==> src/logic/ccr_defs.svh <==
`ifndef CCR_DEFS_SVH
`define CCR_DEFS_SVH
// register byte offsets
`define CCR_OFF_WAKE       8'h00
`define CCR_OFF_DRIVE      8'h04
`define CCR_OFF_SLEW       8'h08
`define CCR_OFF_PULLDOWN   8'h0C
`define CCR_OFF_IDTEST     8'h10
// address bits decoded inside the block
`define CCR_ADDR_MSB       7
// wake config fields
`define CCR_WAKE_SRC_MSB   26
`define CCR_WAKE_FILT_BIT  31
// implemented pin bits: 31,30,28,27..20,15..0
`define CCR_PIN_MASK       32'hDFF0FFFF
`define CCR_WAKE_MASK      32'h87FFFFFF
// reset value of all read/write bits
`define CCR_RESET_WORD     32'h00000000
`define CCR_RESET_HALF     16'h0000
// identification codes, values arbitrary
`define CCR_PART_NUMBER    8'h5A
`define CCR_MASK_REV       8'h01
// glitch filter: stable samples required
`define CCR_FILT_LEN       3
// ahb encodings
`define CCR_HTRANS_NONSEQ  2'h2
`define CCR_HTRANS_SEQ     2'h3
`define CCR_HRESP_OKAY     1'h0
`define CCR_HRESP_ERROR    1'h1
// hprot bit 1: privileged access
`define CCR_HPROT_PRIV     1
// factory test half of the shared word
`define CCR_TEST_MSB       15
// wake select groups
`define CCR_WK_GRPA_LSB    0
`define CCR_WK_GRPA_MSB    7
`define CCR_WK_GRPB_LSB    8
`define CCR_WK_GRPB_MSB    15
// wake select bits of single sources
`define CCR_WK_WDOG_A_RST  16
`define CCR_WK_RESET_PIN   17
`define CCR_WK_DEBUG_ON    18
`define CCR_WK_WDOG_A_IRQ  19
`define CCR_WK_I2C         20
`define CCR_WK_WDOG_B_RST  21
`define CCR_WK_WDOG_B_IRQ  22
`define CCR_WK_COMP_ZERO   23
`define CCR_WK_COMP_ONE    24
`define CCR_WK_USB_RESUME  25
`define CCR_WK_VOLT_DET    26
`endif

==> src/logic/ccr_pkg.sv <==
`default_nettype none
package ccr_pkg;
    typedef enum logic [1:0] {
        CCR_IDLE,
        CCR_ERR1,
        CCR_ERR2
    } ccr_state_t;
endpackage : ccr_pkg
`default_nettype wire

==> src/logic/ccr_chip_config.sv <==
`timescale 1ns/1ns
`default_nettype none
`include "ccr_defs.svh"

module ccr_chip_config
    import ccr_pkg::*;
(
    input  wire logic        hclk,
    input  wire logic        hresetn,
    input  wire logic        hsel,
    input  wire logic [31:0] haddr,
    input  wire logic [1:0]  htrans,
    input  wire logic        hwrite,
    input  wire logic [2:0]  hsize,
    input  wire logic [3:0]  hprot,
    input  wire logic        hready,
    input  wire logic [31:0] hwdata,
    output logic      [31:0] hrdata,
    output logic             hreadyout,
    output logic             hresp,
    input  wire logic [26:0] wake_sources,
    output logic             wake_request,
    output logic      [31:0] drive_reduce_bits,
    output logic      [31:0] slew_limit_bits,
    output logic      [31:0] pulldown_enable_bits,
    output logic      [15:0] test_control
);

    // ************************************************************
    // address phase decode
    // ************************************************************
    logic [31:0] wake_config;
    logic [31:0] drive_reduce_config;
    logic [31:0] slew_limit_config;
    logic [31:0] pulldown_config;
    logic [15:0] factory_test;
    ccr_state_t  state;
    ccr_state_t  next_state;
    logic                   dp_write;
    logic [`CCR_ADDR_MSB:0] dp_addr;

    wire trans_ok  = hsel && hready && (htrans == `CCR_HTRANS_NONSEQ || htrans == `CCR_HTRANS_SEQ);
    wire privilege = hprot[`CCR_HPROT_PRIV];
    wire user_acc  = trans_ok && !privilege;
    wire good_acc  = trans_ok && privilege;
    wire next_dp_write = good_acc && hwrite;
    wire [`CCR_ADDR_MSB:0] addr_lo = haddr[`CCR_ADDR_MSB:0];

    // ************************************************************
    // data phase decode
    // ************************************************************
    wire sel_wake  = dp_write && dp_addr == `CCR_OFF_WAKE;
    wire sel_drive = dp_write && dp_addr == `CCR_OFF_DRIVE;
    wire sel_slew  = dp_write && dp_addr == `CCR_OFF_SLEW;
    wire sel_pd    = dp_write && dp_addr == `CCR_OFF_PULLDOWN;
    wire sel_test  = dp_write && dp_addr == `CCR_OFF_IDTEST;

    // ************************************************************
    // register next values, pending write seen by reads
    // ************************************************************
    wire [31:0] next_wake_config         = sel_wake  ? (hwdata & `CCR_WAKE_MASK) : wake_config;
    wire [31:0] next_drive_reduce_config = sel_drive ? hwdata : drive_reduce_config;
    wire [31:0] next_slew_limit_config   = sel_slew  ? hwdata : slew_limit_config;
    wire [31:0] next_pulldown_config     = sel_pd    ? hwdata : pulldown_config;
    wire [15:0] next_factory_test        = sel_test  ? hwdata[`CCR_TEST_MSB:0] : factory_test;

    // ************************************************************
    // read data select
    // ************************************************************
    wire rd_wake  = addr_lo == `CCR_OFF_WAKE;
    wire rd_drive = addr_lo == `CCR_OFF_DRIVE;
    wire rd_slew  = addr_lo == `CCR_OFF_SLEW;
    wire rd_pd    = addr_lo == `CCR_OFF_PULLDOWN;
    wire rd_id    = addr_lo == `CCR_OFF_IDTEST;

    wire [31:0] rd_mux =
        rd_wake  ? next_wake_config :
        rd_drive ? next_drive_reduce_config :
        rd_slew  ? next_slew_limit_config :
        rd_pd    ? next_pulldown_config :
        rd_id    ? {`CCR_PART_NUMBER, `CCR_MASK_REV, next_factory_test} :
                   `CCR_RESET_WORD;
    wire [31:0] next_hrdata = (good_acc && !hwrite) ? rd_mux : `CCR_RESET_WORD;

    // ************************************************************
    // error response sequencing
    // ************************************************************
    always_comb begin
        case (state)
            CCR_IDLE: next_state = user_acc ? CCR_ERR1 : CCR_IDLE;
            CCR_ERR1: next_state = CCR_ERR2;
            CCR_ERR2: next_state = user_acc ? CCR_ERR1 : CCR_IDLE;
            default:  next_state = CCR_IDLE;
        endcase
    end

    wire next_hreadyout = next_state != CCR_ERR1;
    wire next_hresp     = next_state != CCR_IDLE ? `CCR_HRESP_ERROR : `CCR_HRESP_OKAY;

    always_ff @(posedge hclk or negedge hresetn) begin
        if (!hresetn) begin
            state     <= CCR_IDLE;
            hreadyout <= 1'b1;
            hresp     <= `CCR_HRESP_OKAY;
        end else begin
            state     <= next_state;
            hreadyout <= next_hreadyout;
            hresp     <= next_hresp;
        end
    end

    always_ff @(posedge hclk or negedge hresetn) begin
        if (!hresetn) begin
            hrdata <= `CCR_RESET_WORD;
        end else begin
            hrdata <= next_hrdata;
        end
    end

    always_ff @(posedge hclk or negedge hresetn) begin
        if (!hresetn) begin
            dp_write <= 1'b0;
            dp_addr  <= '0;
        end else begin
            dp_write <= next_dp_write;
            dp_addr  <= addr_lo;
        end
    end

    // ************************************************************
    // configuration registers
    // ************************************************************
    always_ff @(posedge hclk or negedge hresetn) begin
        if (!hresetn) begin
            wake_config <= `CCR_RESET_WORD;
        end else begin
            wake_config <= next_wake_config;
        end
    end

    always_ff @(posedge hclk or negedge hresetn) begin
        if (!hresetn) begin
            drive_reduce_config <= `CCR_RESET_WORD;
        end else begin
            drive_reduce_config <= next_drive_reduce_config;
        end
    end

    always_ff @(posedge hclk or negedge hresetn) begin
        if (!hresetn) begin
            slew_limit_config <= `CCR_RESET_WORD;
        end else begin
            slew_limit_config <= next_slew_limit_config;
        end
    end

    always_ff @(posedge hclk or negedge hresetn) begin
        if (!hresetn) begin
            pulldown_config <= `CCR_RESET_WORD;
        end else begin
            pulldown_config <= next_pulldown_config;
        end
    end

    always_ff @(posedge hclk or negedge hresetn) begin
        if (!hresetn) begin
            factory_test <= `CCR_RESET_HALF;
        end else begin
            factory_test <= next_factory_test;
        end
    end

    // ************************************************************
    // pin configuration outputs
    // ************************************************************
    always_ff @(posedge hclk or negedge hresetn) begin
        if (!hresetn) begin
            drive_reduce_bits <= `CCR_RESET_WORD;
        end else begin
            drive_reduce_bits <= drive_reduce_config & `CCR_PIN_MASK;
        end
    end

    always_ff @(posedge hclk or negedge hresetn) begin
        if (!hresetn) begin
            slew_limit_bits <= `CCR_RESET_WORD;
        end else begin
            slew_limit_bits <= slew_limit_config & `CCR_PIN_MASK;
        end
    end

    always_ff @(posedge hclk or negedge hresetn) begin
        if (!hresetn) begin
            pulldown_enable_bits <= `CCR_RESET_WORD;
        end else begin
            pulldown_enable_bits <= pulldown_config & `CCR_PIN_MASK;
        end
    end

    always_ff @(posedge hclk or negedge hresetn) begin
        if (!hresetn) begin
            test_control <= `CCR_RESET_HALF;
        end else begin
            test_control <= factory_test;
        end
    end

    // ************************************************************
    // wake sources: sync, filter, select
    // ************************************************************
    logic [26:0] src_s1;
    logic [26:0] src_s2;
    logic [26:0] src_filt;
    logic [26:0] src_d1;
    logic [26:0] src_d2;

    always_ff @(posedge hclk or negedge hresetn) begin
        if (!hresetn) begin
            src_s1 <= '0;
            src_s2 <= '0;
        end else begin
            src_s1 <= wake_sources;
            src_s2 <= src_s1;
        end
    end

    always_ff @(posedge hclk or negedge hresetn) begin
        if (!hresetn) begin
            src_d1 <= '0;
            src_d2 <= '0;
        end else begin
            src_d1 <= src_s2;
            src_d2 <= src_d1;
        end
    end

    // deglitch: output follows once CCR_FILT_LEN samples agree
    wire [`CCR_WAKE_SRC_MSB:0] all_hi    = src_s2 & src_d1 & src_d2;
    wire [`CCR_WAKE_SRC_MSB:0] all_lo    = ~(src_s2 | src_d1 | src_d2);
    wire [`CCR_WAKE_SRC_MSB:0] next_filt = all_hi | (src_filt & ~all_lo);

    always_ff @(posedge hclk or negedge hresetn) begin
        if (!hresetn) begin
            src_filt <= '0;
        end else begin
            src_filt <= next_filt;
        end
    end

    wire         filt_en     = wake_config[`CCR_WAKE_FILT_BIT];
    wire  [26:0] src_sel     = filt_en ? src_filt : src_s2;
    wire  [26:0] src_enabled = src_sel & wake_config[`CCR_WAKE_SRC_MSB:0];

    // ************************************************************
    // wake requests per source
    // ************************************************************
    wire [7:0] wake_grp_a      = src_enabled[`CCR_WK_GRPA_MSB:`CCR_WK_GRPA_LSB];
    wire [7:0] wake_grp_b      = src_enabled[`CCR_WK_GRPB_MSB:`CCR_WK_GRPB_LSB];
    wire       wake_wdog_a_rst = src_enabled[`CCR_WK_WDOG_A_RST];
    wire       wake_reset_pin  = src_enabled[`CCR_WK_RESET_PIN];
    wire       wake_debug_on   = src_enabled[`CCR_WK_DEBUG_ON];
    wire       wake_wdog_a_irq = src_enabled[`CCR_WK_WDOG_A_IRQ];
    wire       wake_i2c        = src_enabled[`CCR_WK_I2C];
    wire       wake_wdog_b_rst = src_enabled[`CCR_WK_WDOG_B_RST];
    wire       wake_wdog_b_irq = src_enabled[`CCR_WK_WDOG_B_IRQ];
    wire       wake_comp_zero  = src_enabled[`CCR_WK_COMP_ZERO];
    wire       wake_comp_one   = src_enabled[`CCR_WK_COMP_ONE];
    wire       wake_usb_resume = src_enabled[`CCR_WK_USB_RESUME];
    wire       wake_volt_det   = src_enabled[`CCR_WK_VOLT_DET];

    wire next_wake =
        (|wake_grp_a) |
        (|wake_grp_b) |
        wake_wdog_a_rst |
        wake_reset_pin |
        wake_debug_on |
        wake_wdog_a_irq |
        wake_i2c |
        wake_wdog_b_rst |
        wake_wdog_b_irq |
        wake_comp_zero |
        wake_comp_one |
        wake_usb_resume |
        wake_volt_det;

    always_ff @(posedge hclk or negedge hresetn) begin
        if (!hresetn) begin
            wake_request <= 1'b0;
        end else begin
            wake_request <= next_wake;
        end
    end

endmodule : ccr_chip_config
`default_nettype wire

==> config.mk <==
export PLATFORM = sky130hd
export DESIGN_NAME = ccr_chip_config
export DESIGN_NICKNAME = d
export VERILOG_FILES = /design/src/logic/ccr_pkg.sv /design/src/logic/ccr_chip_config.sv
export VERILOG_INCLUDE_DIRS = /design/src /design/src/logic
export SDC_FILE = /design/constraint.sdc
export NUM_CORES = 1
export LEC_CHECK = 0
export ABC_AREA = 1
export BUFFER_PORTS_ARGS = -buffer_cell sky130_fd_sc_hd__buf_2
export CAP_MARGIN = 10
export CELL_PAD_IN_SITES_DETAIL_PLACEMENT = 1
export CELL_PAD_IN_SITES_GLOBAL_PLACEMENT = 1
export CORE_ASPECT_RATIO = 1.4
export CORE_MARGIN = 3
export CORE_UTILIZATION = 39
export CTS_CLUSTER_DIAMETER = 30
export DETAILED_ROUTE_END_ITERATION = 8
export PLACE_DENSITY = 0.8
export SKIP_LAST_GASP = 1
export SYNTH_ARGS = -nofsm -noshare
export SYNTH_HDL_FRONTEND = slang
export SYNTH_SLANG_ARGS = --single-unit
==> constraint.sdc <==
create_clock -name hclk -period 1.5 [get_ports hclk]
set_clock_uncertainty 0.1 [all_clocks]
set_input_delay 0.3 -clock hclk [delete_from_list [all_inputs] [get_ports hclk]]
set_output_delay 0.3 -clock hclk [all_outputs]
set_load 0.05 [all_outputs]
### Yosys cells after proc, flatten, opt, wreduce, memory -nomap -nowiden

Index checks and enable logic that the tools add are counted.

* ROM bits: 0
* output and inout bits: 147
* bits in latches: 0
* bits in writable memories: 0
* input bits: 105
* memories: 0
* bits in registers: 422

* $lt $le $gt $ge: 0
* div/mod/pow operators: 0
* shift-type cells: 0
* eq/ne operators: 13
* multiply operators: 0
* $add $sub $neg: 0
* reduce and logical (&&, ||, !) cells: 21
* bitwise gates (word level): 21
* mux-type cells: 15

Operators by type and width (count)
* 32-bit 2-to-1 mux: 9
* 27-bit bitwise AND: 4
* 27-bit OR: 3
* 27-bit inverter: 2
* 8-bit by 4-bit == test with 1-bit output, second input constant: 4
* 31-bit 2-to-1 mux: 1
* 27-bit 2-to-1 mux: 1
* 8-bit by 3-bit == test with 1-bit output, second input constant: 2
* 8-bit by 5-bit == test with 1-bit output, second input constant: 2
* 8-bit logical NOT: 2
* 16-bit 2-to-1 mux: 1
* 8-bit OR reduction: 2
* 1-bit OR: 12
* 1-bit logical AND: 11
* 2-bit == test, second input constant: 3
* 2-bit one-hot mux with 2 select lines: 1
* 2-bit by 1-bit == test with 1-bit output, second input constant: 1
* 1-bit logical NOT: 2
* 2-bit logical NOT: 1
* 1-bit 2-to-1 mux: 2
* 2-bit by 1-bit inequality test with 1-bit output, second input constant: 1
* 2-bit nonzero test: 1
* 2-bit OR reduction: 1
* 1-bit logical OR: 1

### Longest topological paths before layout

* word-level depth: 15
* gate-level depth with buffers: 11

### Worst setup path after synthesis

OpenSTA, ideal clock, no wires.

* path kind: register -> register
* start point: register dp_addr[6]
* end point: register hrdata[27]
* setup time: 121 ps
* clock period less this slack: 1595 ps
* data arrival time: 1374 ps
* buffers on the path: 2
* setup slack: -95 ps
* cell stages (with the launch flop): 11
* cell sequence: dfrtp_1 inv_2 nand2_1 nor2_4 buf_4 buf_2 nand3_1 nand3_1 nand2_1 nor2_1 nor2_1

* longest elaborated chain between the ends: 8
* elaborated cells on any way between the ends: 17
* those cells by class: eq/ne (3); mux (9); reduce/logical (5)

RTL lines
* from (decl): RTL line ccr_chip_config.sv:40 `` logic [`CCR_ADDR_MSB:0] dp_addr; ``
* from (signal assigned): RTL line ccr_chip_config.sv:126 `dp_addr <= addr_lo;`
* 8-bit by 4-bit == test with 1-bit output (no line)
* 1-bit logical AND (no line)
* 32-bit 2-to-1 mux: RTL line ccr_chip_config.sv:64 `wire [31:0] next_pulldown_config = sel_pd ? hwdata : pulldown_config;`
* 32-bit 2-to-1 mux (no line) (3 in series)
* 32-bit 2-to-1 mux (no line) (*) (2 in series)
* net next_hrdata[27]: RTL line ccr_chip_config.sv:83 `` wire [31:0] next_hrdata = (good_acc && !hwrite) ? rd_mux : `CCR_RESET_WORD; ``
* to (signal assigned): RTL line ccr_chip_config.sv:114 `` hrdata <= `CCR_RESET_WORD; ``
* to (signal assigned): RTL line ccr_chip_config.sv:116 `hrdata <= next_hrdata;`
* to (decl): RTL line ccr_chip_config.sv:18 `output logic [31:0] hrdata,`

The timed path passes the listed nets; every way through them passes the cells marked *.

### Worst setup path after layout

* start point: register dp_addr[4]
* end point: register hrdata[4]

* longest elaborated chain between the ends: 9
* elaborated cells on any way between the ends: 21
* those cells by class: eq/ne (4); mux (11); reduce/logical (6)

RTL lines
* 8-bit by 5-bit == test with 1-bit output (no line)
* 1-bit logical AND (no line)
* 16-bit 2-to-1 mux: RTL line ccr_chip_config.sv:65 `` wire [15:0] next_factory_test = sel_test ? hwdata[`CCR_TEST_MSB:0] : factory_test; ``
* 31-bit 2-to-1 mux (no line)
* 32-bit 2-to-1 mux (no line) (3 in series)
* 32-bit 2-to-1 mux (no line) (*) (2 in series)
* net next_hrdata[4]: RTL line ccr_chip_config.sv:83

Marked as above.

==> reports/results.txt <==
outcome = complete, but fails checks
failing checks = negative setup slack
drt pass-1 iters = 5
sequential power share = 38.4%
Num CTS Buffers = 73
clk_lat worst skew = 0.59 ns
Die Height = 245 um
Final ANT Viol Nets = 0
Port Buf Inserts = 205
family with the most delay on the worst path = simple AND/OR/NAND/NOR gates
setup violators final = 310
Tmin final = 1.99 ns
most frequent cells in the layout = dfrtp_1 (420), nand2_1 (230), nand3_1 (204)
Core Util, Final = 57.8%
total congestion overflow = 0
Vias = 13100
crit path kind = flip-flop to flip-flop
switching part of the total = 23.9%
DIE WIDTH = 176 um
combinational share of power = 4.8%
commonest non-fill, non-tap cell in the layout = dfrtp_1
DP Wirelength = 32700 um
I/O pin total = 252
Seq/Total Area, Yosys = 66.6%
die footprint = 43200 um2
DR WL/cell = 22.2 um
Worst Path Buf+Inv = 3
mapped cell area = 15900 um2
wirelength, routed = 56000 um
Seq cells post-synth = 422
first-pass GRT wire length = 82000 um
Via-to-Cell Ratio = 5.21
Leakage = 11.7 nW
Clock power frac = 56.9%
CTS tree = yes
Ys Warns = 0
Post-route DRC = 0
Peak VDD IR = 0.908 mV
Reg clk slew, reported paths = 0.06 ns
Root Buffer = clkbuf_16
RSZ-0062 raised after global routing = yes
placement-stage cell area = 18400 um2
Setup WS pre-CTS = -0.392 ns
sw power = 7.43 mW
final worst slack = -0.489 ns
clock buffer depth = 3
mean post-synth cell area = 10.4 um2
row count = 86
Distinct cells, synth = 27
Core ar. = 39800 um2
share of post-route cells with drive strength above 1 = 30.8%
slowest stage delay, CP = 0.38 ns
Final period util = 133%
largest net degree at the start of global routing = 62
post-route cell area = 23000 um2
Cell Chain, Critical Path = inv_1 -> nand2_2 -> nor2_4 -> buf_6 -> buf_12 -> nand3_1 -> nand3_1 -> nand3_1 -> nor2_2 -> nor2_1
crit end category = flip-flop
Critical Path RT = 1.88 ns
Starting DRT DRC Count = 974
hold slack = 0.0345 ns
Global Route Usage Sum = 24.7%
Initial Utilization = 39.8%
Syn-to-layout area delta = 45.2%
initial antenna violation count = 2
Int Pwr = 23.6 mW
H-tree levels = 3
Post-Synthesis Cells = 1532
clk sinks = 422
Slowest cell on crit path = dfrtp_1
max cap viols = 0
number of global-route vias before repair = 14700
fmax = 503 MHz
most common cell type on the critical path = nand3_1
CP arrival = 2.37 ns
GPL Wtd Cong = 0.896
crit path launch type = flip-flop
largest fanout on the critical path = 8
Hold Crit Class = input port to flip-flop
final hold vios = 0
PD cells = 1350 nW/um2
final net count = 2039
Final Max Tran Viols = 0
## worst register-to-register path, cell delays in order, from the launching register on
cell and delay [ns]:
dfrtp_1 0.38, inv_1 0.08, nand2_2 0.06, nor2_4 0.20, buf_6 0.17, buf_12 0.15
nand3_1 0.11, nand3_1 0.15, nand3_1 0.20, nor2_2 0.21, nor2_1 0.07
## layer usage
| layer | GRT usage (%) | vias up | routed length (um) |
|---|---|---|---|
| met3 | 3.84 | 183 | 2490 |
| met1 | 26.3 | 6755 | 19900 |
| met2 | 46.2 | 476 | 30300 |
| met5 | 0 | - | 13 |
| li1 | - | 5725 | - |
| met4 | 13.2 | 2 | 3250 |
## logic make-up after synthesis
logic type             after synthesis  synth area share [%]
AOI/OAI and AO/OA                  127                  4.67
buffers and inverters              252                  7.01
DFF                                422                  66.6
other                                1                0.0236
and+or+nand+nor                    730                  21.7
## power by group through the flow
stage	clock network [mW]	registers, mW	logic, mW
2_1_floorplan	0	12.1	0.550
3_3_place_gp	0	12.1	1.21
3_5_place_dp	0	12.1	1.26
4_1_cts	17.9	11.9	1.44
5_1_grt	18.6	11.9	1.63
6_report	17.7	11.9	1.48
## sequential cells by signal, indices dropped and copies added, names as in the netlist, 2 cells and up
register	cells
dp_addr	8
drive_reduce_bits	27
drive_reduce_config	32
factory_test	16
hrdata	32
pulldown_config	32
pulldown_enable_bits	27
slew_limit_bits	27
slew_limit_config	32
src_d1	27
src_d2	27
src_filt	27
src_s1	27
src_s2	27
state	2
test_control	16
wake_config	32
## layout make-up
type | instances | area [um2]
diodes | 1 | 2.50
clock buffers | 83 | 1970
clock inverters | 51 | 654
fillers | 4175 | 16800
inverters | 176 | 661
multi-input cells | 872 | 4820
flip-flops and latches | 422 | 10600
well taps | 528 | 661
repair buffers | 389 | 3700
## per-stage QoR
step | TNS, ns | cells | total power, mW
floorplan | -2.16 | 1546 | 12.7
global placement | -20.16 | 2309 | 13.3
detailed placement | -25.24 | 2309 | 13.4
CTS | -32.00 | 2502 | 31.2
global route | -57.17 | 2522 | 32.2
finish | -41.66 | 2522 | 31.1
## synth_stat cells (all sizes together)
cell type / number / share of area [%]
dfstp: 1 / 0.17
buf: 61 / 2.5
nand3: 254 / 8.0
dfrtp: 421 / 66
o211ai: 27 / 1.3
a21oi: 27 / 0.85
conb: 1 / 0.024
and2: 97 / 3.8
clkbuf: 15 / 0.36
nand4: 6 / 0.24
nor3: 30 / 0.95
nand2: 254 / 6.1
o21ai: 73 / 2.5
inv: 176 / 4.2
nor2: 89 / 2.5
## repair_timing
| item | in CTS | in global routing |
|---|---|---|
| setup endpoints to repair | 292 | 310 |
| setup buffers | 9 | 13 |
| gates resized for setup | 190 | 99 |
| cloned | 3 | 8 |
| hold endpoints to repair | 468 | 0 |
| pin swaps | 31 | 52 |
| hold buffers | 47 | 0 |
## path summary, 6_finish.rpt
path / startpoint / endpoint / slack, ns / cells after the start
worst min register to register: src_s1[25] / src_s2[25] / 0.24 / 0
min in group asynchronous: hresetn / src_d2[1] / 0.09 / 2
worst max-delay path: dp_addr[4] / hrdata[4] / -0.49 / 10
worst min-delay path: hwdata[20] / drive_reduce_config[20] / 0.03 / 4
worst max register to register: dp_addr[4] / hrdata[4] / -0.49 / 10
max in group asynchronous: hresetn / drive_reduce_config[27] / 0.56 / 3
(Power assumes the default switching activity.)
